===== config.mk =====
export PLATFORM = sky130hd
export DESIGN_NAME = ioctl_top
export DESIGN_NICKNAME = d
export VERILOG_FILES = /design/src/hdl/ioctl_pkg.sv /design/src/hdl/ioctl_top.sv /design/src/hdl/ioctl_nvm.sv
export SDC_FILE = /design/constraint.sdc
export NUM_CORES = 1
export LEC_CHECK = 0
export BUFFER_PORTS_ARGS = -buffer_cell sky130_fd_sc_hd__buf_2
export CAP_MARGIN = 5
export CELL_PAD_IN_SITES_DETAIL_PLACEMENT = 0
export CELL_PAD_IN_SITES_GLOBAL_PLACEMENT = 1
export CORE_ASPECT_RATIO = 0.8
export CORE_UTILIZATION = 25
export DETAILED_ROUTE_END_ITERATION = 6
export PLACE_DENSITY_LB_ADDON = 0.1
export SYNTH_ARGS = -nofsm -noshare
export SYNTH_HDL_FRONTEND = slang
export SYNTH_SLANG_ARGS = --single-unit

===== constraint.sdc =====
create_clock -name clk -period 2.63 [get_ports clk]
set_input_delay 0.3945 -clock clk [delete_from_list [all_inputs] [get_ports clk]]
set_output_delay 0.3945 -clock clk [all_outputs]
set_load 0.01 [all_outputs]

===== src/hdl/ioctl_pkg.sv =====
package ioctl_pkg;

  // ****************************************
  // sizes
  // ****************************************
  localparam int NPORT  = 4;
  localparam int PPORT  = 8;
  localparam int NPIN   = NPORT * PPORT;
  localparam int PIDX_W = 2;
  localparam int CFG_W  = 2;

  localparam logic [PIDX_W-1:0] PORT_FIRST = 2'h0;
  localparam logic [PIDX_W-1:0] PORT_LAST  = 2'h3;
  localparam logic [PIDX_W-1:0] PORT_STEP  = 2'h1;

  // ****************************************
  // per-port reset configuration codes
  // ****************************************
  localparam logic [CFG_W-1:0] CFG_HIZ = 2'h0;
  localparam logic [CFG_W-1:0] CFG_PDN = 2'h1;
  localparam logic [CFG_W-1:0] CFG_PUP = 2'h2;

  // ****************************************
  // pin interrupt mode bits
  // ****************************************
  localparam int MODE_RISE = 0;
  localparam int MODE_FALL = 1;

  // pins able to wake on serial address match
  localparam logic [NPIN-1:0] I2C_WAKE_PINS = 32'h0000_00c0;

  // ****************************************
  // types
  // ****************************************
  typedef struct packed {
    logic oe;
    logic out;
    logic pu;
    logic pd;
    logic ana;
  } ioctl_pad_s;

  localparam ioctl_pad_s PAD_HIZ = 5'h01;

  typedef enum logic [1:0] {ST_READ, ST_CAPT, ST_RUN} ioctl_st_e;

  typedef struct packed {
    ioctl_st_e                      st;
    logic [PIDX_W-1:0]              idx;
    logic [NPORT-1:0][CFG_W-1:0]    cfg;
    ioctl_pad_s [NPIN-1:0]          pad;
    logic [NPIN-1:0]                prev;
    logic [NPIN-1:0]                irq;
    logic                           wake;
    logic                           rdy;
    logic [NPIN-1:0]                bscan;
  } ioctl_state_s;

endpackage


===== src/hdl/ioctl_top.sv =====
`timescale 1ns/100ps
// Contract
// - all pins analog high-z during reset
// - per-port pull-up or pull-down after release
// - reset configuration kept in nonvolatile store
// - store copied to config registers automatically
// - pins hold state in low power
// - pin interrupts active in low power
// - serial address wake only on special pins
// - every pin in boundary scan chain
// - per-pin rise, fall, both or none
module ioctl_top (
  input  wire logic                                                 clk,
  input  wire logic                                                 resetn,
  input  wire logic                                                 lp_mode,
  input  wire logic [ioctl_pkg::NPIN-1:0]                           pin_in,
  input  wire logic [ioctl_pkg::NPIN-1:0]                           drv_oe,
  input  wire logic [ioctl_pkg::NPIN-1:0]                           drv_out,
  input  wire logic [ioctl_pkg::NPIN-1:0][1:0]                      irq_mode,
  input  wire logic [ioctl_pkg::NPIN-1:0]                           irq_clr,
  input  wire logic [ioctl_pkg::NPIN-1:0]                           i2c_match,
  input  wire logic [ioctl_pkg::NPORT-1:0]                          cfg_we,
  input  wire logic [ioctl_pkg::NPORT-1:0][ioctl_pkg::CFG_W-1:0]    cfg_wdata,
  input  wire logic                                                 nv_wr_en,
  input  wire logic [ioctl_pkg::PIDX_W-1:0]                         nv_wr_addr,
  input  wire logic [ioctl_pkg::CFG_W-1:0]                          nv_wr_data,
  input  wire logic                                                 bs_capture,
  input  wire logic                                                 bs_shift,
  input  wire logic                                                 bs_tdi,
  output ioctl_pkg::ioctl_pad_s [ioctl_pkg::NPIN-1:0]               pad,
  output logic [ioctl_pkg::NPORT-1:0][ioctl_pkg::CFG_W-1:0]         port_cfg,
  output logic [ioctl_pkg::NPIN-1:0]                                irq_status,
  output logic                                                      wake,
  output logic                                                      cfg_ready,
  output logic                                                      bs_tdo
);

  ioctl_pkg::ioctl_state_s               s_q;
  ioctl_pkg::ioctl_state_s               s_d;
  logic [ioctl_pkg::CFG_W-1:0]           nv_rdata;
  logic                                  nv_rd_en;
  logic [ioctl_pkg::NPIN-1:0]            rise_m;
  logic [ioctl_pkg::NPIN-1:0]            fall_m;
  logic [ioctl_pkg::NPIN-1:0]            ev;

  // ****************************************
  // nonvolatile reset configuration store
  // ****************************************
  assign nv_rd_en = (s_q.st == ioctl_pkg::ST_READ);

  ioctl_nvm #(
    .DEPTH (ioctl_pkg::NPORT),
    .AW    (ioctl_pkg::PIDX_W),
    .W     (ioctl_pkg::CFG_W)
  ) u_nvm (
    .clk     (clk),
    .wr_en   (nv_wr_en),
    .wr_addr (nv_wr_addr),
    .wr_data (nv_wr_data),
    .rd_en   (nv_rd_en),
    .rd_addr (s_q.idx),
    .rd_data (nv_rdata)
  );

  // ****************************************
  // next state
  // ****************************************
  always_comb begin
    s_d = s_q;
    for (int i = 0; i < ioctl_pkg::NPIN; i++) begin
      rise_m[i] = irq_mode[i][ioctl_pkg::MODE_RISE];
      fall_m[i] = irq_mode[i][ioctl_pkg::MODE_FALL];
    end
    ev = (pin_in & ~s_q.prev & rise_m) | (~pin_in & s_q.prev & fall_m);
    unique case (s_q.st)
      ioctl_pkg::ST_READ: begin
        s_d.st = ioctl_pkg::ST_CAPT;
      end
      ioctl_pkg::ST_CAPT: begin
        s_d.cfg[s_q.idx] = nv_rdata;
        s_d.prev         = pin_in;
        if (s_q.idx == ioctl_pkg::PORT_LAST) begin
          s_d.st  = ioctl_pkg::ST_RUN;
          s_d.rdy = 1'h1;
        end else begin
          s_d.idx = s_q.idx + ioctl_pkg::PORT_STEP;
          s_d.st  = ioctl_pkg::ST_READ;
        end
      end
      ioctl_pkg::ST_RUN: begin
        for (int p = 0; p < ioctl_pkg::NPORT; p++) begin
          if (cfg_we[p]) begin
            s_d.cfg[p] = cfg_wdata[p];
          end
        end
        // edge detect keeps running in low power
        s_d.prev = pin_in;
        s_d.irq  = (s_q.irq & ~irq_clr) | ev;
        s_d.wake = lp_mode & ((|ev) | (|(i2c_match & ioctl_pkg::I2C_WAKE_PINS)));
        if (!lp_mode) begin
          for (int i = 0; i < ioctl_pkg::NPIN; i++) begin
            s_d.pad[i].oe  = drv_oe[i];
            s_d.pad[i].out = drv_out[i];
            s_d.pad[i].pu  = (s_q.cfg[i / ioctl_pkg::PPORT] == ioctl_pkg::CFG_PUP);
            s_d.pad[i].pd  = (s_q.cfg[i / ioctl_pkg::PPORT] == ioctl_pkg::CFG_PDN);
            s_d.pad[i].ana = (s_q.cfg[i / ioctl_pkg::PPORT] == ioctl_pkg::CFG_HIZ)
                             && !drv_oe[i];
          end
        end
      end
      default: begin
        s_d.st = ioctl_pkg::ST_READ;
      end
    endcase
    // boundary scan cells on every pin
    if (bs_capture) begin
      s_d.bscan = pin_in;
    end else if (bs_shift) begin
      s_d.bscan = {bs_tdi, s_q.bscan[ioctl_pkg::NPIN-1:1]};
    end
  end

  // ****************************************
  // state register
  // ****************************************
  always_ff @(posedge clk or negedge resetn) begin
    if (!resetn) begin
      s_q.st    <= ioctl_pkg::ST_READ;
      s_q.idx   <= ioctl_pkg::PORT_FIRST;
      s_q.cfg   <= {ioctl_pkg::NPORT{ioctl_pkg::CFG_HIZ}};
      s_q.pad   <= {ioctl_pkg::NPIN{ioctl_pkg::PAD_HIZ}};
      s_q.prev  <= '0;
      s_q.irq   <= '0;
      s_q.wake  <= 1'h0;
      s_q.rdy   <= 1'h0;
      s_q.bscan <= '0;
    end else begin
      s_q <= s_d;
    end
  end

  assign pad        = s_q.pad;
  assign port_cfg   = s_q.cfg;
  assign irq_status = s_q.irq;
  assign wake       = s_q.wake;
  assign cfg_ready  = s_q.rdy;
  assign bs_tdo     = s_q.bscan[0];
endmodule


===== src/hdl/ioctl_nvm.sv =====
`timescale 1ns/100ps
module ioctl_nvm #(
  parameter int DEPTH = 4,
  parameter int AW    = 2,
  parameter int W     = 2
) (
  input  wire logic          clk,
  input  wire logic          wr_en,
  input  wire logic [AW-1:0] wr_addr,
  input  wire logic [W-1:0]  wr_data,
  input  wire logic          rd_en,
  input  wire logic [AW-1:0] rd_addr,
  output logic      [W-1:0]  rd_data
);

  // ****************************************
  // storage, untouched by reset
  // ****************************************
  logic [W-1:0] mem [DEPTH];

  always_ff @(posedge clk) begin
    if (wr_en) begin
      mem[wr_addr] <= wr_data;
    end
    if (rd_en) begin
      rd_data <= mem[rd_addr];
    end
  end
endmodule


Word-level counts from Yosys, hierarchy flattened

Memory sizes are Yosys's and may differ from the RTL's. A register that Yosys moved wholly into a read port is not among the register bits.
Index checks and enable logic that the tools add are counted.

Add/subtract/negate cells: 1
Multiply operators: 0
Div/mod/pow operators: 0
$lt $le $gt $ge: 2
Equal/unequal tests: 15
Shift-type cells: 0
Mux-type cells: 14
Bitwise logic cells: 14
Reductions and logical operators: 82

Operators by type and width:

| kind                | count |
|---|---|
| $and 32x32->32      | 5 |
| $not 32->32         | 3 |
| $mux 32             | 2 |
| $or 32x32->32       | 2 |
| $logic_and 1x1->1   | 33 |
| $logic_not 1->1     | 32 |
| $reduce_or 32->1    | 1 |
| $pmux 8 s2          | 1 |
| $reduce_and 2->1    | 7 |
| $eq 2x2->1 const B  | 6 |
| $mux 2              | 6 |
| $eq 2x1->1 const B  | 5 |
| $logic_not 2->1     | 5 |
| $bwmux 8            | 1 |
| $ne 2x2->1 const B  | 4 |
| $pmux 2 s3          | 1 |
| $demux 2 s2         | 1 |
| $reduce_bool 2->1   | 2 |
| $reduce_or 2->1     | 2 |
| $lt 2x3->1 const B  | 1 |
| $add 2x1->2 const B | 1 |
| $ge 2x1->1 const B  | 1 |
| $mux 1              | 2 |
| $not 1->1           | 2 |
| other kinds (2)     | 2 |

Register bits: 214
Latch bits: 0
Memory bits (writable): 8
Memory bits (read-only): 0
Input bits: 247
Output and inout bits: 203
Word-level logic and storage cells: 244
Memories: 1

Memories:

| name      | words | width | read ports | clocked after Yosys merged registers in | write ports | line            | source |
|---|---|---|---|---|---|---|---|
| u_nvm.mem | 4     | 2     | 1          | 1                                       | 1           | ioctl_nvm.sv:19 | `logic [W-1:0] mem [DEPTH];` |

Depth between registers and ports, before layout

Gate-level depths: netlist of run 1.

Depth after elaboration: 7
Gate-level depth with buffers: 8
Gate-level depth less buffers: 7

By module

From an unflattened synthesis of run 1, not the netlist that was laid out.

Cell total of the unflattened synthesis: 983
Area, all modules: 10994.3 um^2

By module, submodules not included:

| module    | times used | cells each | area an instance (um^2) | seq. area each (um^2) |
|---|---|---|---|---|
| ioctl_top | 1          | 967        | 10610.2                 | 5395.2 |
| ioctl_nvm | 1          | 16         | 384.1                   | 300.3 |

Worst setup path after synthesis of run 1

Ideal clock, no wire load.

Path type: register to register
Start: register s_q[268] in the netlist's numbering
End: register, netlist name pad[103]
Library setup time: 0.125 ns
Arrival: 1.499 ns
Required time: 2.505 ns
Path slack: 1.006 ns
Cell stages (with the launch flop): 8
Path buffers: 3
Period minus slack after synthesis: 1.624 ns
Path through: dfrtp_1 -> inv_1 -> ha_1 -> nand2b_1 -> buf_2 -> buf_6 -> buf_6 -> mux2_2

Cells in the longest elaborated chain, start to end: 2

RTL lines:

| what                              | line            | source |
|---|---|---|
| start, declared                   | ioctl_top.sv:38 | `ioctl_pkg::ioctl_state_s s_q;` |
| $eq 2x2->1                        | ioctl_top.sv:75 | `unique case (s_q.st)` |
| $reduce_and 2->1 (no source line) | -               |  |

Every way passes these cells.
A chain may end at the register's enable or synchronous reset.

Worst setup path in the final report of run 1

Start: register s_q[86] in the netlist's numbering
End: register, netlist name wake

Cells in the longest elaborated chain, start to end: 7
Elaborated cells on any way between the ends: 9
Classes of those cells: bitwise (8); reduce/logical (1)

RTL lines:

| what                        | line            | source |
|---|---|---|
| $not 32->32                 | ioctl_top.sv:74 | `ev = (pin_in & ~s_q.prev & rise_m) \| (~pin_in & s_q.prev & fall_m);` |
| $and 32x32->32 (2 in a row) | ioctl_top.sv:74 |  |
| $or 32x32->32 *             | ioctl_top.sv:74 |  |
| $reduce_or 32->1 *          | ioctl_top.sv:99 | `s_d.wake = lp_mode & ((\|ev) \| (\|(i2c_match & ioctl_pkg::I2C_WAKE_PINS)));` |
| $or 1x1->1 *                | ioctl_top.sv:99 |  |
| $and 1x1->1 *               | ioctl_top.sv:99 |  |

Every way passes the cells marked *; elsewhere a longest branch is shown, timed or not.

==> flow_metrics.env, run 1 <==
export IMPL_cp_data_required_time_ns=3.05
export IMPL_grt_start_max_net_pins=88
export IMPL_die_y_um=189.6
export IMPL_internal_power_mw=6.861
export IMPL_synth_nets=1241
export IMPL_holdPathEnd="pad[65]"
export IMPL_relSlewSlack_pct=44.39
export IMPL_routed_via_density=4.160
export IMPL_critPathCaptureType="flip-flop"
export IMPL_grt_first_pass_wirelength_mm=47.49
export IMPL_die_x_um=236.5
export IMPL_path_clk_slew_ns=0.06
export IMPL_routed_top_layer="met5"
export IMPL_vias=7533
export IMPL_rows=68
export IMPL_p_comb_share_pct=14.2
export IMPL_synth_area_top_cells="dfrtp_1 (41%), buf_4 (14%), mux2_2 (9.7%)"
export IMPL_grt_ovfl_total=0
export IMPL_yosysTopAreaCell="dfrtp_1"
export IMPL_grt_usage_pct=13.68
export IMPL_insertion_delay_ns=0.55
export IMPL_hold_viol=0
export IMPL_r2r_start="s_q[86]"
export IMPL_fin_crit_sh_pct=79.70
export IMPL_power_density_mw_per_mm2=691.7
export IMPL_core_area_sq_mm=0.04331
export IMPL_switchingPower_mw=2.410
export IMPL_die_area_sq_mm=0.04485
export IMPL_grt_pass1_vias=7698
export IMPL_synth_top_cell_area_share_pct=41.40
export IMPL_cts_sinks=224
export IMPL_path_max_fanout=3
export IMPL_numCtsBuffers=28
export IMPL_critPathKind="flip-flop to flip-flop"
export IMPL_setup_tns_final_ns=0
export IMPL_max_cap_violations=0
export IMPL_post_drt_wl_per_cell_um=17.12
export IMPL_max_freq_mhz=477.1
export IMPL_final_max_slew_viol_count=0
export IMPL_port_buffers=419
export IMPL_diodes=0
export IMPL_swShare_pct=26.00
export IMPL_synth_distinct_cells=39
export IMPL_gp_congestion=0.7281
export IMPL_status="completed"
export IMPL_crit_buf_inv=1
export IMPL_r2r_setup_slack_ns=0.53
export IMPL_worstHoldStart="drv_oe[13]"
export IMPL_cp_cell_sequence="nand3b_1 -> o21ai_0 -> nor4_1 -> buf_4 -> and4_1 -> a31oi_1"
export IMPL_cts_resized=0
export IMPL_critPathTopFamily="simple AND/OR/NAND/NOR gates"
export IMPL_drtAntennaViolNets=0
export IMPL_dp_cells=1742
export IMPL_arrival_ns=2.52
export IMPL_syn_avg_cell_area_sq_um=11.15
export IMPL_fill_cells=4548
export IMPL_final_nets=1484
export IMPL_finalSetupViolCount=0
export IMPL_ir_drop_v=0.0004337
export IMPL_yosysWarnings=0
export IMPL_slowest_delay_ns=0.74
export IMPL_initial_core_util_pct=25.40
export IMPL_drc=0
export IMPL_cts_tree="done"
export IMPL_synth_area_sq_mm=0.01100
export IMPL_post_route_min_period_ns=2.096
export IMPL_seq_power_share_pct=43.1
export IMPL_rsz0062_at_grt="no"
export IMPL_dp_hpwl_mm=23.04
export IMPL_r2r_end="wake"
export IMPL_ys_seq_area_share_pct=51.77
export IMPL_io_pins=450
export IMPL_stdcell_count=1811
export IMPL_yosys_register_bits=224
export IMPL_worstMarginPinSlew_ns=0.8255
export IMPL_clockRootBuffer="clkbuf_16"
export IMPL_synthCells=987
export IMPL_start_kind="flip-flop"
export IMPL_drive_gt1_share_pct=49.32
export IMPL_drt_wl_total_mm=31.00
export IMPL_synth_edf_count=10
export IMPL_async_flop_share_pct=95.54
export IMPL_clockBufferDepth=3
export IMPL_min_path_type="input port to flip-flop"
export IMPL_cts_htree_levels=1
export IMPL_dr_pass1_iters=4
export IMPL_area_delta_synth_final_pct=21.84
export IMPL_antenna_found_initial=4
export IMPL_worst_clock_skew_ns=0.01391
export IMPL_hold_path_cell_count=2
export IMPL_met1Wirelength_mm=14.33
export IMPL_pwr_share_clk_pct=42.6
export IMPL_met2WireLength_mm=14.19
export IMPL_wl_met3_mm=1.847
export IMPL_crit_path_top_delay_cell="nor4_1"
export IMPL_p_leak_nw=6.480
export IMPL_drt_iter0_markers=254
export IMPL_ys_flop_type="dfrtp_1"
export IMPL_reg2reg_depth=6
-- registers in the layout, indices dropped and copies added (netlist names) --
register / cells
cfg_ready: 1
wake: 1
pad: 104
s_q: 67
port_cfg: 8
bs_tdo: 1
u_nvm.mem: 8
irq_status: 32
u_nvm.rd_data: 2
-- cells by family (layout without fill, tap and decap cells) --
logic type	Yosys count	after routing	synth area share, %
adder cells (fa/ha/maj)	7	7	0.7961
XOR/XNOR	1	1	0.07963
flip-flops	224	224	51.77
AO/OA/AOI/OAI	159	159	8.610
buffers and inverters	245	509	15.95
multiplexers	132	132	13.35
AND/OR/NAND/NOR	219	219	9.440
-- worst register-to-register path: stages (launching register included) --
cell	delay, ns
dfrtp_1	0.40
nand3b_1	0.08
o21ai_0	0.30
nor4_1	0.74
buf_4	0.23
and4_1	0.16
a31oi_1	0.07
-- power by group through the flow --
stage / sequential, mW / combinational [mW] / clock (mW)
6_report: 4.00 / 1.32 / 3.95
5_1_grt: 4.05 / 1.47 / 4.24
4_1_cts: 4.00 / 1.36 / 4.12
3_5_place_dp: 4.06 / 1.33 / 0
3_3_place_gp: 4.06 / 1.33 / 0
2_1_floorplan: 4.00 / 1.05 / 0
-- cell type report --
class	count	area, sq um	area share (%)
timing repair buffer	454	2465	18.39
clock buffer	43	858.3	6.404
tap	560	700.7	5.228
inverter	4	15.01	0.1120
sequential	224	5695	42.49
clock inverter	8	95.09	0.7095
multi-input combinational	518	3573	26.66
-- worst max path at each step --
stage	start	endpoint	slack, ns	cells after the start
final	s_q[86]	wake	0.53	6
after floorplan	s_q[268]	pad[103]	1.01	7
after global routing	s_q[86]	wake	0.42	6
after CTS	s_q[86]	wake	0.56	6
after detailed placement	pin_in[20]	wake	0.41	7
after global placement	pin_in[20]	wake	0.39	7
-- metrics by stage --
stage               area [sq um]  setup slack (ns)  total power [mW]  hold slack [ns]  utilization, %
floorplan                  11000             1.006             5.053          0.09891               -
global route               13400            0.4183             9.756          0.01361           30.95
global placement           12270            0.3915             5.384           0.3843           28.33
finish                     13400            0.5340             9.270          0.02858           30.95
detailed placement         12270            0.4083             5.395           0.3841           28.33
CTS                        13400            0.5625             9.483        0.0006863           30.95
-- cells in the mapped netlist, types with 2 or more instances --
cell type,count
dfrtp_1,182
nand2_1,149
mux2_1,3
buf_6,6
ha_1,7
nor2b_1,4
dfstp_2,32
mux2_2,95
buf_4,200
o21ai_0,111
or3_1,4
buf_1,2
nor2_1,5
clkbuf_1,10
buf_2,22
a22o_1,31
nand3b_1,32
and3_1,2
mux2i_1,32
mux4_2,2
nand2b_1,11
edfxtp_1,10
a22oi_1,9
inv_1,4
a21oi_1,3
nor4_1,6
-- cell usage in the layout, fill, tap and decap left out, types with 2 or more instances in the layout --
master	Yosys	final
bufinv_16	0	2
dlygate4sd3_1	0	18
clkbuf_8	0	8
buf_2	22	418
nand3b_1	32	32
clkbuf_16	0	29
buf_12	0	4
nor2_1	5	5
inv_1	4	4
and3_1	2	2
nor2b_1	4	4
mux2_2	95	95
a22o_1	31	31
nor4_1	6	6
nand2b_1	11	10
a21oi_1	3	3
o21ai_0	111	111
ha_1	7	5
mux2_1	3	3
clkinv_2	0	4
or3_1	4	4
buf_4	200	13
dfstp_2	32	32
clkbuf_1	10	6
clkinvlp_4	0	2
mux4_2	2	2
nand2_1	149	149
dfrtp_1	182	182
a22oi_1	9	9
edfxtp_1	10	10
mux2i_1	32	32
-- timing repair --
action | 4_1_cts | 5_1_grt
hold buffers | 18 | 0
buffers inserted | 0 | 0
endpoints found under the hold margin | 56 | 0
-- metal layers --
metal  GRT usage, %  vias to the layer above
met5              0                        -
met1          18.23                     3574
met4          2.897                        6
met2          22.31                      235
li1               -                     3677
met3          3.497                       41
No activity file was read; power rests on OpenSTA's default activity.
==> run 2: changes to the inputs <==
--- a/config.mk
+++ b/config.mk
@@ -5,6 +5,7 @@
 export SDC_FILE = /design/constraint.sdc
 export NUM_CORES = 1
 export LEC_CHECK = 0
+export ABC_AREA = 1
 export BUFFER_PORTS_ARGS = -buffer_cell sky130_fd_sc_hd__buf_2
 export CAP_MARGIN = 5
 export CELL_PAD_IN_SITES_DETAIL_PLACEMENT = 0
==> constraint.sdc (replaced) <==
create_clock -name clk -period 1.7 [get_ports clk]
set_input_delay 0.255 -clock clk [delete_from_list [all_inputs] [get_ports clk]]
set_output_delay 0.255 -clock clk [all_outputs]
set_load 0.01 [all_outputs]
==> run 2 against run 1 <==
Effect of this change:
- first-iteration DRC count increased by 64%
- non-clock buffer count grew 127
- fmax up 32%
- area after synthesis grew 2.3%
- hold slack lost 0.00056 ns
- total power grew 57%
- clock-buffer cell count shrank 7
- clock power increased by 52%
- highest routed layer unchanged
==> flow_metrics.env, run 2 <==
export IMPL_status="completed"
export IMPL_worst_clock_skew_ns=0.01083
export IMPL_drt_wl_total_mm=37.57
export IMPL_die_area_sq_mm=0.04588
export IMPL_largest_reg_flops=104
export IMPL_area_delta_synth_final_pct=33.38
export IMPL_vias=9497
export IMPL_cts_tree="done"
export IMPL_clockBufferDepth=3
export IMPL_final_cell_mix="buf_2 (418), nand2_1 (322), dfrtp_1 (182)"
export IMPL_yosysWarnings=0
export IMPL_critPathKind="flip-flop to flip-flop"
export IMPL_post_drt_wl_per_cell_um=16.43
export IMPL_clockRootBuffer="clkbuf_16"
export IMPL_ys_seq_area_share_pct=50.60
export IMPL_core_area_sq_mm=0.04438
export IMPL_synth_edf_count=10
export IMPL_hold_viol=0
export IMPL_max_freq_mhz=627.4
export IMPL_synth_nets=1555
export IMPL_final_max_slew_viol_count=0
export IMPL_dr_pass1_iters=4
export IMPL_cts_htree_levels=1
export IMPL_dp_hpwl_mm=26.87
export IMPL_syn_avg_cell_area_sq_um=8.652
export IMPL_p_leak_nw=7.787
export IMPL_drt_iter0_markers=417
export IMPL_path_max_fanout=16
export IMPL_antenna_found_initial=6
export IMPL_async_flop_share_pct=95.54
export IMPL_io_pins=450
export IMPL_worstMarginPinSlew_ns=0.5087
export IMPL_die_y_um=191.8
export IMPL_drtAntennaViolNets=0
export IMPL_initial_core_util_pct=25.37
export IMPL_cts_sinks=224
export IMPL_finalSetupViolCount=0
export IMPL_ir_drop_v=0.0006292
export IMPL_power_density_mw_per_mm2=970.8
export IMPL_worstHoldStart="cfg_wdata[1]"
export IMPL_r2r_start="s_q[268]"
export IMPL_post_route_min_period_ns=1.594
export IMPL_fin_crit_sh_pct=93.76
export IMPL_port_buffers=419
export IMPL_die_x_um=239.2
export IMPL_path_clk_slew_ns=0.06
export IMPL_arrival_ns=2.07
export IMPL_synthMostInstantiatedCell="nand2_1"
export IMPL_final_common_cell="buf_2"
export IMPL_synth_area_sq_mm=0.01126
export IMPL_rsz0062_at_grt="no"
export IMPL_rows=69
export IMPL_grt_pass1_vias=9606
export IMPL_r2r_setup_slack_ns=0.11
export IMPL_synthCells=1301
export IMPL_min_path_type="input port to flip-flop"
export IMPL_drc=0
export IMPL_drive_gt1_share_pct=32.34
export IMPL_largest_register="pad"
export IMPL_grt_ovfl_total=0
export IMPL_critPathCaptureType="flip-flop"
export IMPL_insertion_delay_ns=0.55
export IMPL_yosys_register_bits=224
export IMPL_gp_congestion=0.7556
export IMPL_max_cap_violations=0
export IMPL_routed_via_density=4.154
export IMPL_synth_distinct_cells=29
export IMPL_grt_first_pass_wirelength_mm=56.66
export IMPL_startpoint="s_q[268]"
export IMPL_synth_common_cells="nand2_1 (323), buf_4 (205), dfrtp_1 (182)"
export IMPL_synth_area_top_cells="dfrtp_1 (40%), buf_4 (14%), nand2_1 (11%)"
export IMPL_setup_tns_final_ns=0
export IMPL_grt_usage_pct=15.95
export IMPL_grt_start_max_net_pins=65
export IMPL_relSlewSlack_pct=66.09
export IMPL_start_kind="flip-flop"
export IMPL_yosysTopAreaCell="dfrtp_1"
export IMPL_synth_top_cell_area_share_pct=40.46
export IMPL_ys_flop_type="dfrtp_1"
export IMPL_pre_cts_slack_ns=0.04130
export IMPL_final_nets=1915
export IMPL_setup_ws_ns=0.1061
export IMPL_numCtsBuffers=27
export IMPL_cp_data_required_time_ns=2.18
[run 2: changes by cell type after synthesis, moves of 27 or more]
cell	previous run	this run
nand3_1	0	27
a32o_1	0	32
nand2_1	149	323
inv_1	4	77
mux2i_1	32	0
nand3b_1	32	3
nor2_1	5	177
mux2_2	95	0
[run 2: logic make-up after synthesis]
| family | Yosys count | synth area share [%] |
|---|---|---|
| simple gates | 537 | 18.46 |
| compound gates | 195 | 11.45 |
| fa+ha+maj | 7 | 0.7781 |
| flops | 224 | 50.60 |
| xor+xnor | 1 | 0.07783 |
| buf+inv | 337 | 18.63 |
[run 2: what timing repair did]
item,CTS,global route
setup buffers,0,1
endpoints found under the setup margin,0,46
gates resized for setup,0,7
hold endpoints to repair,323,0
hold buffers,128,0
[run 2: final timing paths]
kind | cells after the start | to
worst max-delay path | 9 | pad[130]
min in group asynchronous | 2 | pad[149]
worst max register to register | 9 | pad[130]
worst min register to register | 2 | pad[123]
max in group asynchronous | 3 | pad[50]
worst min-delay path | 5 | port_cfg[1]
[run 2: worst max-delay path: stages (launching register included)]
cell and delay, ns:
dfrtp_1 0.37, inv_1 0.09, ha_2 0.19, inv_2 0.06
nor2_4 0.10, inv_4 0.07, buf_12 0.16, buf_12 0.15
buf_4 0.14, a32o_1 0.21
[run 2: stage by stage]
stage / cell area (sq um) / util (%) / instances / hold slack, ns / total power [mW]
floorplan: 11260 / - / 1301 / -0.04059 / 7.828
global placement: 12740 / 28.70 / 2104 / 0.1569 / 8.467
detailed placement: 12740 / 28.70 / 2104 / 0.1572 / 8.479
CTS: 14930 / 33.65 / 2282 / 0.001480 / 14.91
global route: 15010 / 33.83 / 2285 / 0.01053 / 15.43
finish: 15010 / 33.83 / 2286 / 0.02802 / 14.58
[run 2: layout make-up]
class	instances	area (sq um)
well taps	603	754.5
fillers	4889	29360
multi-input cells	740	3471
clock buffers	36	739.5
diodes	1	2.502
repair buffers	581	3847
clock inverters	14	173.9
flip-flops and latches	224	5695
inverters	87	329.1
[run 2: layer usage]
metal,global-route usage (%),routed length (um),vias to the layer above
met5,0,53,-
met4,2.737,520,8
met3,3.593,1959,36
met2,25.64,17100,231
met1,22.05,17940,4526
li1,-,-,4696
[run 2: report_power, final]
part	total [mW]	switching [mW]	leakage [nW]	internal, mW
registers	6.14	0.269	2.56	5.87
clock network	5.99	2.34	0.458	3.65
logic	2.45	1.35	4.77	1.10
total	14.6	3.96	7.79	10.6
==> run 3: changes to the inputs <==
--- a/config.mk
+++ b/config.mk
@@ -12,6 +12,7 @@
 export CELL_PAD_IN_SITES_GLOBAL_PLACEMENT = 1
 export CORE_ASPECT_RATIO = 0.8
 export CORE_UTILIZATION = 25
+export CTS_BUF_LIST = sky130_fd_sc_hd__clkbuf_8 sky130_fd_sc_hd__clkbuf_16
 export DETAILED_ROUTE_END_ITERATION = 6
 export PLACE_DENSITY_LB_ADDON = 0.1
 export SYNTH_ARGS = -nofsm -noshare
==> run 3 against run 2 <==
Effect of this change:
- total power is 0.25% lower
- clock skew is 0.0014 ns higher
- largest cell class unchanged
- critical path depth stayed put
- sequential cell count stayed put
- utilization stayed put
- critical endpoint unchanged
==> flow_metrics.env, run 3 (synthesis results as in run 2) <==
export IMPL_status="completed"
export IMPL_grt_start_max_net_pins=65
export IMPL_worstHoldStart="cfg_wdata[1]"
export IMPL_rsz0062_at_grt="no"
export IMPL_pre_cts_slack_ns=0.04130
export IMPL_critPathCaptureType="flip-flop"
export IMPL_drtAntennaViolNets=0
export IMPL_r2r_start="s_q[268]"
export IMPL_grt_pass1_vias=9606
export IMPL_max_freq_mhz=627.6
export IMPL_internal_power_mw=10.58
export IMPL_post_route_min_period_ns=1.593
export IMPL_core_area_sq_mm=0.04438
export IMPL_wl_met3_mm=1.963
export IMPL_fin_crit_sh_pct=93.73
export IMPL_dp_hpwl_mm=26.87
export IMPL_final_nets=1915
export IMPL_largest_register="pad"
export IMPL_met2WireLength_mm=17.09
export IMPL_area_delta_synth_final_pct=33.38
export IMPL_worstMarginPinSlew_ns=0.5029
export IMPL_dr_pass1_iters=4
export IMPL_hold_viol=0
export IMPL_antenna_found_initial=6
export IMPL_largest_reg_flops=104
export IMPL_initial_core_util_pct=25.37
export IMPL_port_buffers=419
export IMPL_power_density_mw_per_mm2=968.4
export IMPL_setup_tns_final_ns=0
export IMPL_drc=0
export IMPL_met1Wirelength_mm=17.94
export IMPL_drt_wl_total_mm=37.57
export IMPL_die_x_um=239.2
export IMPL_seq_area_sq_mm=0.005695
export IMPL_fill_cells=4889
export IMPL_final_common_cell="buf_2"
export IMPL_p_leak_nw=7.812
export IMPL_finalSetupViolCount=0
export IMPL_cp_data_required_time_ns=2.18
export IMPL_grt_first_pass_wirelength_mm=56.66
export IMPL_holdPathEnd="port_cfg[1]"
export IMPL_numCtsBuffers=27
export IMPL_clockBufferDepth=3
export IMPL_path_max_fanout=16
export IMPL_cts_tree="done"
export IMPL_critPathKind="flip-flop to flip-flop"
export IMPL_min_path_type="input port to flip-flop"
export IMPL_swShare_pct=27.22
export IMPL_ir_drop_v=0.0006288
export IMPL_rows=69
export IMPL_cts_sinks=224
export IMPL_grt_usage_pct=15.95
export IMPL_seq_power_share_pct=42.2
export IMPL_drive_gt1_share_pct=32.34
export IMPL_start_kind="flip-flop"
export IMPL_worst_clock_skew_ns=0.01223
export IMPL_r2r_end="pad[130]"
export IMPL_arrival_ns=2.07
export IMPL_setup_ws_ns=0.1065
export IMPL_clockRootBuffer="clkbuf_16"
export IMPL_routed_top_layer="met5"
export IMPL_drt_iter0_markers=424
export IMPL_io_pins=450
export IMPL_die_y_um=191.8
export IMPL_p_comb_share_pct=16.8
export IMPL_holdWs_ns=0.02796
export IMPL_reg2reg_depth=9
export IMPL_r2r_setup_slack_ns=0.11
export IMPL_routed_via_density=4.155
export IMPL_grt_ovfl_total=0
export IMPL_insertion_delay_ns=0.55
export IMPL_multiInputGateArea_sq_mm=0.003471
export IMPL_pwr_share_clk_pct=41.0
export IMPL_max_cap_violations=0
export IMPL_post_drt_wl_per_cell_um=16.43
export IMPL_switchingPower_mw=3.957
export IMPL_gp_congestion=0.7556
export IMPL_die_area_sq_mm=0.04588
export IMPL_vias=9499
export IMPL_path_clk_slew_ns=0.06
export IMPL_final_cell_mix="buf_2 (418), nand2_1 (322), dfrtp_1 (182)"
export IMPL_final_max_slew_viol_count=0
export IMPL_relSlewSlack_pct=66.47
export IMPL_hold_path_cell_count=5
export IMPL_cts_htree_levels=1
==> run 3: cell type report <==
type                    instances  area share, %
clock inverters                20          1.308
inverters                      87          2.192
flip-flops and latches        224          37.94
multi-input cells             740          23.12
repair buffers                581          25.63
clock buffers                  30          4.775
well taps                     603          5.025
diodes                          1        0.01667
==> run 3: what timing repair did <==
| action | in CTS | in global routing |
|---|---|---|
| hold buffers | 128 | 0 |
| buffers inserted | 0 | 1 |
| hold endpoints to repair | 323 | 0 |
| resized for setup | 0 | 7 |
| endpoints found under the setup margin | 0 | 47 |
==> run 3: worst max path at each step <==
stage / startpoint / to / slack [ns] / cells past startpoint
after floorplan: s_q[268] / pad[0] / 0.27 / 9
after global placement: s_q[268] / pad[130] / 0.07 / 9
after detailed placement: s_q[268] / port_cfg[6] / 0.04 / 8
after CTS: s_q[268] / port_cfg[6] / 0.03 / 8
after global routing: s_q[268] / pad[155] / 0.01 / 9
final: s_q[268] / pad[130] / 0.11 / 9
==> run 3: critical path: stages (launching register included) <==
cell and delay [ns]:
dfrtp_1 0.37, inv_1 0.09, ha_2 0.19, inv_2 0.06, nor2_4 0.10, inv_4 0.07, buf_12 0.16, buf_12 0.15
buf_4 0.13, a32o_1 0.21
==> run 3: stage by stage <==
stage | total power [mW] | instance area (sq um) | cells | util (%)
floorplan | 7.828 | 11260 | 1301 | -
global placement | 8.467 | 12740 | 2104 | 28.70
detailed placement | 8.479 | 12740 | 2104 | 28.70
CTS | 14.88 | 14930 | 2282 | 33.65
global route | 15.39 | 15010 | 2285 | 33.83
finish | 14.54 | 15010 | 2286 | 33.83
==> run 3: power by group through the flow <==
stage               clock, mW  combinational [mW]  sequential, mW
CTS                      6.25                2.49            6.14
floorplan                   0                1.67            6.16
finish                   5.95                2.45            6.14
global placement            0                2.24            6.22
detailed placement          0                2.25            6.23
global route             6.44                2.76            6.20
==> run 3: layer usage <==
metal | global-route usage [%] | vias up
li1 | - | 4696
met1 | 22.05 | 4532
met2 | 25.64 | 227
met3 | 3.593 | 36
met4 | 2.737 | 8
met5 | 0 | -
